--- src/bio_consts.svh ---
// Address map, reset divisors and framing constants of the board I/O block
`ifndef BIO_CONSTS_SVH
`define BIO_CONSTS_SVH
// Port address fields, compared against the upper address bits; BIO_CTR_CTL against the low two bits
`define BIO_PIO_BASE   7'h7C
`define BIO_IOC_BASE   6'h30
`define BIO_CTR_BASE   6'h3C
`define BIO_SER_BASE   6'h3D
`define BIO_PIC_BASE   6'h3A
`define BIO_CTR_CTL    2'h3
// Memory accepted only below 64k: upper address bits all zero
`define BIO_MEM_HI_ZERO 4'h0
// Initial counter divisors for channel 0, channel 1 and the tick
`define BIO_DIV0       16'h02BA
`define BIO_DIV1       16'h0020
`define BIO_DIV2       16'h04CD
// Async framing: start + 8 data + 2 stop, 16X clock factor
`define BIO_TX_BITS    4'hB
`define BIO_RX_BITS    3'h7
`define BIO_X16_LAST   4'hF
`define BIO_X16_HALF   4'h7
// Command byte fields
`define BIO_CMD_EOI    7
`define BIO_CMD_SYNC   0
`define BIO_CASCADE    7
`endif

--- src/bio_pkg.sv ---
// Types shared by the board I/O block
package bio_pkg;
    typedef enum logic [1:0] {BIO_RX_IDLE, BIO_RX_START, BIO_RX_DATA,
                              BIO_RX_STOP} bio_rx_t;
    typedef logic [7:0] bio_byte_t;
endpackage

--- src/bio_subsys.sv ---
// Board I/O subsystem: port decode, counters, serial channels, interrupts
// Notes on behaviour
// RULE1: Accept bus memory only below 64k.
// RULE2: Bus memory boards must meet bus timing.
// RULE3: External port match enables shared data lines.
// RULE4: External match selects exactly one processor.
// RULE5: Each internal port gives a distinct chip select.
// RULE6: Command write, status read, data read/write.
// RULE7: Two serial, counters, two interrupt controllers.
// RULE8: Channel zero async, seven bits plus parity.
// RULE9: Sync mode; jumper picks internal/external clock.
// RULE10: Status byte shows transfer state, errors.
// RULE11: Default async, two stops, 8 bits, 16X.
// RULE12: Channel zero clock divisor gives 110 baud.
// RULE13: Channel one clock gives 2400 baud.
// RULE14: Three counters: two baud, one tick.
// RULE15: Counters run square wave, two-byte load.
// RULE16: Divisors 698, 32 and 1229 at start.
// RULE17: Counter content returned on command.
// RULE18: Eight lines, zero highest, masked.
// RULE19: Panel switch and bus requests alike.
// RULE20: Line seven reserved for local controller.
// RULE21: Fully nested, only higher preempts.
// RULE22: Local lines: serial, tick, PARALLEL_IO_PROCESSOR, IO_CONTROLLER_PROCESSOR.
// RULE23: Local controller behaves like system one.
// RULE24: Any local request raises cascade request; the code raises it only for an unmasked request above any in service.
// RULE25: Ports F8, F9 select parallel processor.
// RULE26: Ports C0 to C3 select I/O controller.
// RULE27: Counters share one reference tick.
// RULE28: Serial ready flags raise local requests.
`timescale 1ns/1ps
`include "bio_consts.svh"
module bio_subsys #(
    parameter int NCH = 2,
    parameter int NCTR = 3
) (
    input  wire logic             clk,
    input  wire logic             reset_n,
    input  wire logic             clk_en,
    input  wire logic [7:0]       io_addr,
    input  wire logic             io_rd,
    input  wire logic             io_wr,
    input  wire bio_pkg::bio_byte_t io_wdata,
    input  wire logic             mem_req,
    input  wire logic [19:0]      mem_addr,
    input  wire logic             ref_tick,
    input  wire logic [6:0]       panel_irq,
    input  wire logic [6:0]       bus_irq,
    input  wire logic             pio_done,
    input  wire logic             ioc_done,
    input  wire logic [NCH-1:0]   ser_rxd,
    input  wire logic [NCH-1:0]   ext_baud,
    input  wire logic [NCH-1:0]   ext_baud_sel,
    input  wire logic             sys_ack,
    input  wire logic             loc_ack,
    output bio_pkg::bio_byte_t    io_rdata,
    output logic                  ext_data_en,
    output logic                  parallel_proc_select_n,
    output logic                  io_ctrl_select_n,
    output logic [4:0]            chip_sel,
    output logic                  mem_accept,
    output logic [NCH-1:0]        ser_txd,
    output logic                  rtc_tick,
    output logic                  sys_int,
    output logic [2:0]            int_id
);
    import bio_pkg::*;

    // ======================================================
    // Port decode
    logic       acc, hit_pio, hit_ioc, hit_ctr, hit_ser, hit_pic;
    logic [4:0] sel_d;
    assign acc     = io_rd | io_wr;
    assign hit_pio = acc && io_addr[7:1] == `BIO_PIO_BASE;      // [RULE25]
    assign hit_ioc = acc && io_addr[7:2] == `BIO_IOC_BASE;      // [RULE26]
    assign hit_ctr = acc && io_addr[7:2] == `BIO_CTR_BASE;
    assign hit_ser = acc && io_addr[7:2] == `BIO_SER_BASE;
    assign hit_pic = acc && io_addr[7:2] == `BIO_PIC_BASE;
    // One select per on-board chip; bit 0 of the address picks command on the serial and interrupt chips
    assign sel_d = {hit_pic & io_addr[1], hit_pic & ~io_addr[1], hit_ctr,
                    hit_ser & io_addr[1], hit_ser & ~io_addr[1]}; // [RULE5]

    // Selects are registered so the outputs never glitch on address skew
    always_ff @(posedge clk or negedge reset_n) begin
        if (!reset_n) begin
            parallel_proc_select_n <= 1'b1;
            io_ctrl_select_n       <= 1'b1;
            ext_data_en            <= 1'b0;
            chip_sel               <= 5'h00;
        end else if (clk_en) begin
            parallel_proc_select_n <= ~hit_pio;                 // [RULE4]
            io_ctrl_select_n       <= ~hit_ioc;                 // [RULE4]
            ext_data_en            <= hit_pio | hit_ioc;        // [RULE3]
            chip_sel               <= sel_d;                    // [RULE5]
        end
    end

    // Bus memory window check
    always_ff @(posedge clk or negedge reset_n) begin
        if (!reset_n) mem_accept <= 1'b0;
        else if (clk_en)
            mem_accept <= mem_req &&
                          mem_addr[19:16] == `BIO_MEM_HI_ZERO;  // [RULE1]
    end

    // ======================================================
    // Counters: all decrement on the shared reference tick [RULE7]
    localparam logic [15:0] DIV_RST [3] = '{`BIO_DIV0, `BIO_DIV1,
                                            `BIO_DIV2}; // [RULE13]
    logic [15:0]     cnt_q [NCTR];
    logic [15:0]     div_q [NCTR];
    logic [15:0]     lat_q [NCTR];
    logic [NCTR-1:0] out_q, lat_v_q, wr_hi_q, rd_hi_q;
    logic [7:0]      lo_q  [NCTR];
    logic            ctl_wr;
    assign ctl_wr = hit_ctr && io_wr && io_addr[1:0] == `BIO_CTR_CTL;
    genvar c;
    generate
        for (c = 0; c < NCTR; c++) begin : g_ctr
            logic wr_me, rd_me, ctl_me;
            assign wr_me  = hit_ctr && io_wr && io_addr[1:0] == 2'(c);
            assign rd_me  = hit_ctr && io_rd && io_addr[1:0] == 2'(c);
            assign ctl_me = ctl_wr && io_wdata[7:6] == 2'(c);
            always_ff @(posedge clk or negedge reset_n) begin
                if (!reset_n) begin
                    cnt_q[c]   <= DIV_RST[c];                   // [RULE16]
                    div_q[c]   <= DIV_RST[c];                   // [RULE16]
                    out_q[c]   <= 1'b1;
                    lo_q[c]    <= 8'h00;
                    wr_hi_q[c] <= 1'b0;
                end else if (clk_en) begin
                    // Low byte first, divisor takes effect on high byte
                    if (wr_me && !wr_hi_q[c]) begin
                        lo_q[c]    <= io_wdata;                 // [RULE15]
                        wr_hi_q[c] <= 1'b1;
                    end else if (wr_me) begin
                        div_q[c]   <= {io_wdata, lo_q[c]};      // [RULE15]
                        cnt_q[c]   <= {io_wdata, lo_q[c]};
                        wr_hi_q[c] <= 1'b0;
                    end else if (ref_tick) begin                // [RULE27]
                        // Square wave: high for the upper half count
                        cnt_q[c] <= (cnt_q[c] <= 16'h0001) ? div_q[c]
                                    : cnt_q[c] - 16'h0001;      // [RULE15]
                        out_q[c] <= cnt_q[c] > {1'b0, div_q[c][15:1]};
                    end
                end
            end
            // Latch command freezes a copy; reads give low then high
            always_ff @(posedge clk or negedge reset_n) begin
                if (!reset_n) begin
                    lat_q[c]   <= 16'h0000;
                    lat_v_q[c] <= 1'b0;
                    rd_hi_q[c] <= 1'b0;
                end else if (clk_en) begin
                    if (ctl_me && io_wdata[5:4] == 2'h0) begin
                        lat_q[c]   <= cnt_q[c];                 // [RULE17]
                        lat_v_q[c] <= 1'b1;
                    end
                    if (rd_me) begin
                        rd_hi_q[c] <= ~rd_hi_q[c];
                        if (rd_hi_q[c]) lat_v_q[c] <= 1'b0;
                    end
                end
            end
        end
    endgenerate

    always_ff @(posedge clk or negedge reset_n) begin
        if (!reset_n) rtc_tick <= 1'b1;
        else if (clk_en) rtc_tick <= out_q[2];                  // [RULE14]
    end

    // ======================================================
    // Serial channels, async 11-bit frames; sync mode drops the 16X factor
    logic [NCH-1:0] tx_rdy, rx_rdy_q;
    logic [7:0]     rx_buf_q [NCH];
    logic [7:0]     stat     [NCH];
    genvar s;
    generate
        for (s = 0; s < NCH; s++) begin : g_ser
            bio_rx_t     rx_st_q;
            logic        sync_q, src_q, btick, tick16, ferr_q, oerr_q;
            logic        src, cmd_wr, dat_wr, dat_rd, rx_done;
            logic [3:0]  sub_q, tx_cnt_q, rph_q;
            logic [10:0] tx_sh_q;
            logic [7:0]  rx_sh_q;
            logic [2:0]  rx_bit_q;
            assign cmd_wr = sel_d[s] && io_wr && io_addr[0];    // [RULE6]
            assign dat_wr = sel_d[s] && io_wr && !io_addr[0];
            assign dat_rd = sel_d[s] && io_rd && !io_addr[0];
            // Jumper picks the counter output or an external bit clock
            assign src    = ext_baud_sel[s] ? ext_baud[s] : out_q[s]; // [RULE9]
            assign btick  = src & ~src_q;
            assign tick16 = btick && (sync_q || sub_q == `BIO_X16_LAST);
            assign tx_rdy[s] = tx_cnt_q == 4'h0;
            assign rx_done = btick && rx_st_q == BIO_RX_STOP &&
                             (sync_q || rph_q == `BIO_X16_LAST);
            assign stat[s] = {4'h0, ferr_q, oerr_q, rx_rdy_q[s], tx_rdy[s]};
            // Mode register and transmitter
            always_ff @(posedge clk or negedge reset_n) begin
                if (!reset_n) begin
                    sync_q     <= 1'b0;                         // [RULE11]
                    src_q      <= 1'b0;
                    sub_q      <= 4'h0;
                    tx_cnt_q   <= 4'h0;
                    tx_sh_q    <= 11'h7FF;
                    ser_txd[s] <= 1'b1;
                end else if (clk_en) begin
                    src_q <= src;
                    if (cmd_wr) sync_q <= io_wdata[`BIO_CMD_SYNC]; // [RULE9]
                    if (btick) sub_q <= sub_q + 4'h1;           // [RULE12]
                    if (dat_wr && tx_rdy[s]) begin
                        tx_sh_q  <= {2'b11, io_wdata, 1'b0};    // [RULE11]
                        tx_cnt_q <= `BIO_TX_BITS;
                    end else if (tick16 && !tx_rdy[s]) begin
                        ser_txd[s] <= tx_sh_q[0];
                        tx_sh_q    <= {1'b1, tx_sh_q[10:1]};
                        tx_cnt_q   <= tx_cnt_q - 4'h1;
                    end
                end
            end
            // Receiver: centre the start bit, then sample each bit time
            // Seven bits plus parity arrive as the 8 data bits of one frame [RULE8]
            always_ff @(posedge clk or negedge reset_n) begin
                if (!reset_n) begin
                    rx_st_q  <= BIO_RX_IDLE;
                    rph_q    <= 4'h0;
                    rx_bit_q <= 3'h0;
                    rx_sh_q  <= 8'h00;
                end else if (clk_en) begin
                    if (btick) rph_q <= rph_q + 4'h1;
                    case (rx_st_q)
                        BIO_RX_IDLE: if (!ser_rxd[s]) begin
                            rx_st_q <= BIO_RX_START;
                            rph_q   <= 4'h0;
                        end
                        BIO_RX_START: if (btick && (sync_q ||
                                rph_q == `BIO_X16_HALF)) begin
                            rx_st_q  <= ser_rxd[s] ? BIO_RX_IDLE
                                                   : BIO_RX_DATA;
                            rph_q    <= 4'h0;
                            rx_bit_q <= 3'h0;
                        end
                        BIO_RX_DATA: if (btick && (sync_q ||
                                rph_q == `BIO_X16_LAST)) begin
                            rx_sh_q  <= {ser_rxd[s], rx_sh_q[7:1]};
                            rx_bit_q <= rx_bit_q + 3'h1;
                            if (rx_bit_q == `BIO_RX_BITS)
                                rx_st_q <= BIO_RX_STOP;
                        end
                        BIO_RX_STOP: if (rx_done) rx_st_q <= BIO_RX_IDLE;
                        default: rx_st_q <= BIO_RX_IDLE;
                    endcase
                end
            end
            // Ready and error flags; a new character beats a read clear
            always_ff @(posedge clk or negedge reset_n) begin
                if (!reset_n) begin
                    rx_rdy_q[s] <= 1'b0;
                    rx_buf_q[s] <= 8'h00;
                    ferr_q      <= 1'b0;
                    oerr_q      <= 1'b0;
                end else if (clk_en) begin
                    if (cmd_wr) begin
                        ferr_q <= 1'b0;
                        oerr_q <= 1'b0;
                    end
                    if (rx_done) begin
                        rx_buf_q[s] <= rx_sh_q;
                        rx_rdy_q[s] <= 1'b1;                    // [RULE28]
                        ferr_q      <= ~ser_rxd[s];             // [RULE10]
                        oerr_q      <= rx_rdy_q[s] & ~dat_rd;   // [RULE10]
                    end else if (dat_rd) rx_rdy_q[s] <= 1'b0;
                end
            end
        end
    endgenerate

    // ======================================================
    // Interrupt controllers: index 0 system, index 1 local
    logic [7:0] req [2];
    logic [7:0] mask_q [2];
    logic [7:0] isr_q  [2];
    logic [1:0] pic_int;
    logic       cascade_request;
    assign cascade_request = pic_int[1];                        // [RULE24]
    // Panel switches and bus lines are merged without distinction
    // Line 7 is kept for the local controller alone [RULE20]
    assign req[0] = {cascade_request, panel_irq | bus_irq};     // [RULE19]
    assign req[1] = {1'b0, ioc_done, pio_done, out_q[2],        // [RULE22]
                     tx_rdy[1], rx_rdy_q[1], tx_rdy[0], rx_rdy_q[0]};

    // Lowest set index wins; bit 3 flags that any bit was set
    function automatic logic [3:0] bio_prio(input logic [7:0] v);
        bio_prio = 4'h0;
        for (int i = 7; i >= 0; i--)
            if (v[i]) bio_prio = {1'b1, 3'(i)};
    endfunction

    genvar p;
    generate
        for (p = 0; p < 2; p++) begin : g_pic
            logic [3:0] top_req, top_isr;
            logic       ack, cmd_wr, dat_wr;
            assign top_req = bio_prio(req[p] & ~mask_q[p]);     // [RULE18]
            assign top_isr = bio_prio(isr_q[p]);
            assign ack     = p == 0 ? sys_ack : loc_ack;
            assign cmd_wr  = sel_d[3+p] && io_wr && io_addr[0];
            assign dat_wr  = sel_d[3+p] && io_wr && !io_addr[0];
            // Only a strictly higher request preempts the one in service
            assign pic_int[p] = top_req[3] && (!top_isr[3] ||
                                top_req[2:0] < top_isr[2:0]); // [RULE21] [RULE23]
            always_ff @(posedge clk or negedge reset_n) begin
                if (!reset_n) begin
                    mask_q[p] <= 8'h00;
                    isr_q[p]  <= 8'h00;
                end else if (clk_en) begin
                    if (dat_wr) mask_q[p] <= io_wdata;          // [RULE18]
                    if (ack && pic_int[p])
                        isr_q[p][top_req[2:0]] <= 1'b1;         // [RULE21]
                    else if (cmd_wr && io_wdata[`BIO_CMD_EOI] && top_isr[3])
                        isr_q[p][top_isr[2:0]] <= 1'b0;
                end
            end
        end
    endgenerate

    // Interrupt line and identity of the last acknowledged request
    always_ff @(posedge clk or negedge reset_n) begin
        if (!reset_n) begin
            sys_int <= 1'b0;
            int_id  <= 3'h0;
        end else if (clk_en) begin
            sys_int <= pic_int[0];
            if (sys_ack && pic_int[0]) int_id <= g_pic[0].top_req[2:0];
            else if (loc_ack && pic_int[1])
                int_id <= g_pic[1].top_req[2:0];
        end
    end

    // ======================================================
    // Read data: command port gives status, data port gives data
    bio_byte_t rdata_d;
    always_comb begin
        rdata_d = 8'h00;
        if (hit_ser && io_rd)
            rdata_d = io_addr[0] ? stat[io_addr[1]]            // [RULE10]
                                 : rx_buf_q[io_addr[1]];
        else if (hit_ctr && io_rd && io_addr[1:0] != `BIO_CTR_CTL) begin
            rdata_d = rd_hi_q[io_addr[1:0]]
                ? (lat_v_q[io_addr[1:0]] ? lat_q[io_addr[1:0]][15:8]
                                         : cnt_q[io_addr[1:0]][15:8])
                : (lat_v_q[io_addr[1:0]] ? lat_q[io_addr[1:0]][7:0]
                                         : cnt_q[io_addr[1:0]][7:0]);
        end else if (hit_pic && io_rd)
            rdata_d = io_addr[0] ? isr_q[io_addr[1]] : mask_q[io_addr[1]];
    end
    always_ff @(posedge clk or negedge reset_n) begin
        if (!reset_n) io_rdata <= 8'h00;
        else if (clk_en) io_rdata <= rdata_d;                   // [RULE6]
    end
endmodule

--- config.mk ---
export PLATFORM = sky130hd
export DESIGN_NAME = bio_subsys
export DESIGN_NICKNAME = d
export VERILOG_FILES = /design/src/bio_pkg.sv /design/src/bio_subsys.sv
export VERILOG_INCLUDE_DIRS = /design/src /design/src/src
export SDC_FILE = /design/constraint.sdc
export NUM_CORES = 1
export LEC_CHECK = 0
export CORE_MARGIN = 3
export CORE_UTILIZATION = 40
export DETAILED_ROUTE_END_ITERATION = 6
export DONT_BUFFER_PORTS = 1
export HOLD_SLACK_MARGIN = 0.15
export PLACE_DENSITY = 0.63
export SKIP_LAST_GASP = 1
export SYNTH_ARGS = -nofsm -noshare
export SYNTH_HDL_FRONTEND = slang
export SYNTH_SLANG_ARGS = --single-unit
--- constraint.sdc ---
create_clock -name clk -period 10.55 [get_ports clk]
set_input_delay 1.055 -clock clk [delete_from_list [all_inputs] [get_ports clk]]
set_output_delay 1.055 -clock clk [all_outputs]
set_load 0.02 [all_outputs]
==> flow_summary.toml <==
[sta]
setup_viol = 0
worst_pin_slew_ns = 1.25
final.setup.worst_slack_ns = 4.60
hold_violations = 0
min_period_over_period_pct = 56.4
grt_setup_unrepaired = "false"
setup_tns_ns = 0
slew_headroom_pct = 15.7
clock_skew_ns = 0.0263
drv_slew = 0
period_needed_ns = 5.95
fmax_mhz = 168

[clock_network]
cts-resized-gates = 0
clkLatencyLatePin_ns = 0.55
htreeDepth = 2
cts_tree = "done"
clockBufferDepth = 3
clk_pin_slew_ns = 0.06
cts_sinks = 330
root_buffer = "clkbuf_16"
numCtsBuffers = 38
hold_buffers = 0
postCtsSetupBuffers = 0

[worst_setup_path]
cpMaxStageDelayCell = "nor3_1"
path_class = "reg -> reg"
cp_max_fo = 9
crit_path_cell_trace = "inv_1 -> ha_1 -> or3b_1 -> o21bai_1 -> nor3_1 -> nor2b_1 -> ha_1 -> a211oi_1 -> o21a_1 -> a221o_1 -> a21oi_1 -> nor3_1 -> ha_1 -> a21o_1 -> o311a_1 -> a311oi_1 -> and2_1 -> mux2_4 -> a22o_1"
crit_buf_inv = 1
cpPeakStageDelay_ns = 0.47
arrival_ns = 6.39
required_ns = 10.98
critical-path-top-delay-family = "compound AO/OA/AOI/OAI gates"
critPathLaunchType = "flop"
cp_common_cell = "ha_1"
crit_path_end_kind = "flop"

[synthesis]
ys.flop_type = "dfrtp_1"
yosys.area_share.simple_pct = 15.1
netlist_area_um2 = 18200
synth-seq-area-share_pct = 45.8
postSynthAreaPerCell_um2 = 9.79
synth_xor_area_share_pct = 2.80
synth_adder_area_share_pct = 4.61
synthTopCellsByArea = "dfrtp_1 38%, mux2_2 8.6%, dfstp_2 7.5%"
synth-edff-count = 0
synth.mux.area_fraction_pct = 14.2
synth_top_area_share_pct = 38.3
synth_cell_type_count = 73
syn_nets = 1990
synth_top_family_by_area = "simple AND/OR/NAND/NOR gates"
synth_compound_area_share_pct = 13.4
async_flop_share_pct = 100
synth_seq_cells = 330
synth_top_area_cell = "dfrtp_1"
ys.warnings.count = 0
synthCells = 1856

[die]
die_x_um = 219
core_area_um2 = 44500
initial_core_util_pct = 40.8
pin_count = 91
die_h_um = 219
die_area_um2 = 48000
core.rowCount = 77

[finish]
fillers = 4263
n_antenna_cell = 0
area_delta_synth_final_pct = 9.21
drive_above_1_share_pct = 15.9
stdcell_count = 2424
nNetsFinal = 1937
finalInstanceArea_um2 = 19800

[job]
drv_cap = 0

[place]
dpl_worst_slack_ns = 4.68
dpl-instance-area_um2 = 18600
portBuffers = 0
gp_congestion = 0.871
place_hpwl_mm = 31.4
dp.cells = 2355

[power_and_ir_drop]
pwr_density_cell_nw_per_um2 = 179
power.leakage_nw = 8.66
total_power_w = 0.00355
ir_worst_vdd_mv = 0.103

[outcome]
status = "finished clean"

[detailed_routing]
wl_mm = 46.8
drt_iter0_drc = 1002
ant_nets = 0
drt_pre_antenna_iters = 7
post_drt_wl_per_cell_um = 19.3
vias_per_cell = 5.65
routed-via-count = 13691
drc = 0

[global_route]
grt.overflow.total = 0
grt_pass1_vias = 13365
grt_max_degree = 331
grt_use_total_pct = 19.8
grt_pass1_wl_mm = 75.4
grt_antenna_before_repair = 0

[hold_path]
worstHoldPathType = "in -> async"
[cells in the final DEF (no fill, tap or decap), types with 11 or more instances in the layout]
cell type / n
a211oi_1: 44
a21oi_1: 131
a22o_1: 11
a31oi_1: 17
buf_4: 17
clkbuf_1: 17
clkbuf_16: 39
dfrtp_1: 278
dfstp_2: 52
ha_1: 67
inv_1: 78
mux2_1: 14
mux2_2: 138
mux2i_1: 58
mux4_2: 12
nand2_1: 202
nand2b_1: 15
nand3_1: 47
nand4_1: 13
nor2_1: 188
nor2b_1: 19
nor3_1: 32
nor4_1: 13
o211ai_1: 27
o21a_1: 12
o21ai_0: 84
o31ai_1: 11
xnor2_1: 33
xor2_1: 25
[synth_stat cells (all sizes together), types with 17 or more instances]
master  number
inv         78
mux2i       58
dfstp       52
dfrtp      278
mux2       153
ha          67
xnor2       33
o211ai      27
a211oi      44
a21oi      131
clkbuf      93
nand2      202
buf         17
nor2       189
a31oi       17
nor3        37
xor2        25
nor2b       20
o21ai       89
nand3       47
[cells by family after synthesis]
family,Yosys count
xor gates and xnor gates,58
buffers and inverters,189
DFF,330
muxes,223
AOI/OAI and AO/OA,392
adders and majority gates,67
and+or+nand+nor,597
[where the power goes]
part	leakage, nW	internal, W	total, W	switching [W]
Combinational	3.86	0.000298	0.000603	0.000305
Clock	0.596	0.000782	0.00130	0.000518
Sequential	4.20	0.00141	0.00165	0.000240
[layout make-up]
cell class              instances  area (um^2)  area share (%)
clock inverters                 6         83.8           0.422
repair buffers                 17          128           0.643
inverters                      79          297            1.49
multi-input cells            1337         9140            46.0
clock buffers                  63         1140            5.73
flip-flops and latches        330         8320            41.9
well taps                     592          741            3.73
[flip-flops by register name, indices dropped and copies added, names as in the netlist, 16 cells and up, named ones only]
| signal | flops |
|---|---|
| cnt_q | 48 |
| div_q | 48 |
| lat_q | 48 |
| lo_q | 24 |
| g_ser.tx_sh_q | 18 |
| g_ser.rx_sh_q | 16 |
| isr_q | 16 |
| mask_q | 16 |
| rx_buf_q | 16 |
[per-stage QoR]
step           util (%)  hold slack, ns
2_1_floorplan         -           0.439
3_3_place_gp       41.8           0.452
3_5_place_dp       41.8           0.467
4_1_cts            44.6           0.189
5_1_grt            44.6           0.178
6_report           44.6           0.206
[metal layers]
layer	wire (um)	global-route usage, %	vias to the layer above
met3	2980	4.43	67
li1	-	-	6477
met1	21600	27.9	6823
met2	21400	31.4	324
met4	797	4.34	0
met5	0	0	-
[path summary, 6_finish.rpt]
path	startpoint	endpoint	slack [ns]	cells after the start
hold reg to reg	g_ser[1].sub_q[3]	g_ser[1].sub_q[3]	0.47	1
max in group asynchronous	reset_n	div_q[0]	9.84	0
setup / recovery	g_ser[1].tx_cnt_q[0]	int_id[2]	4.60	19
setup reg to reg	g_ser[1].tx_cnt_q[0]	int_id[2]	4.60	19
min in group clk	g_ser[1].sub_q[3]	g_ser[1].sub_q[3]	0.47	1
hold / removal	reset_n	isr_q[10]	0.21	0
No activity file was read; power rests on OpenSTA's default activity.
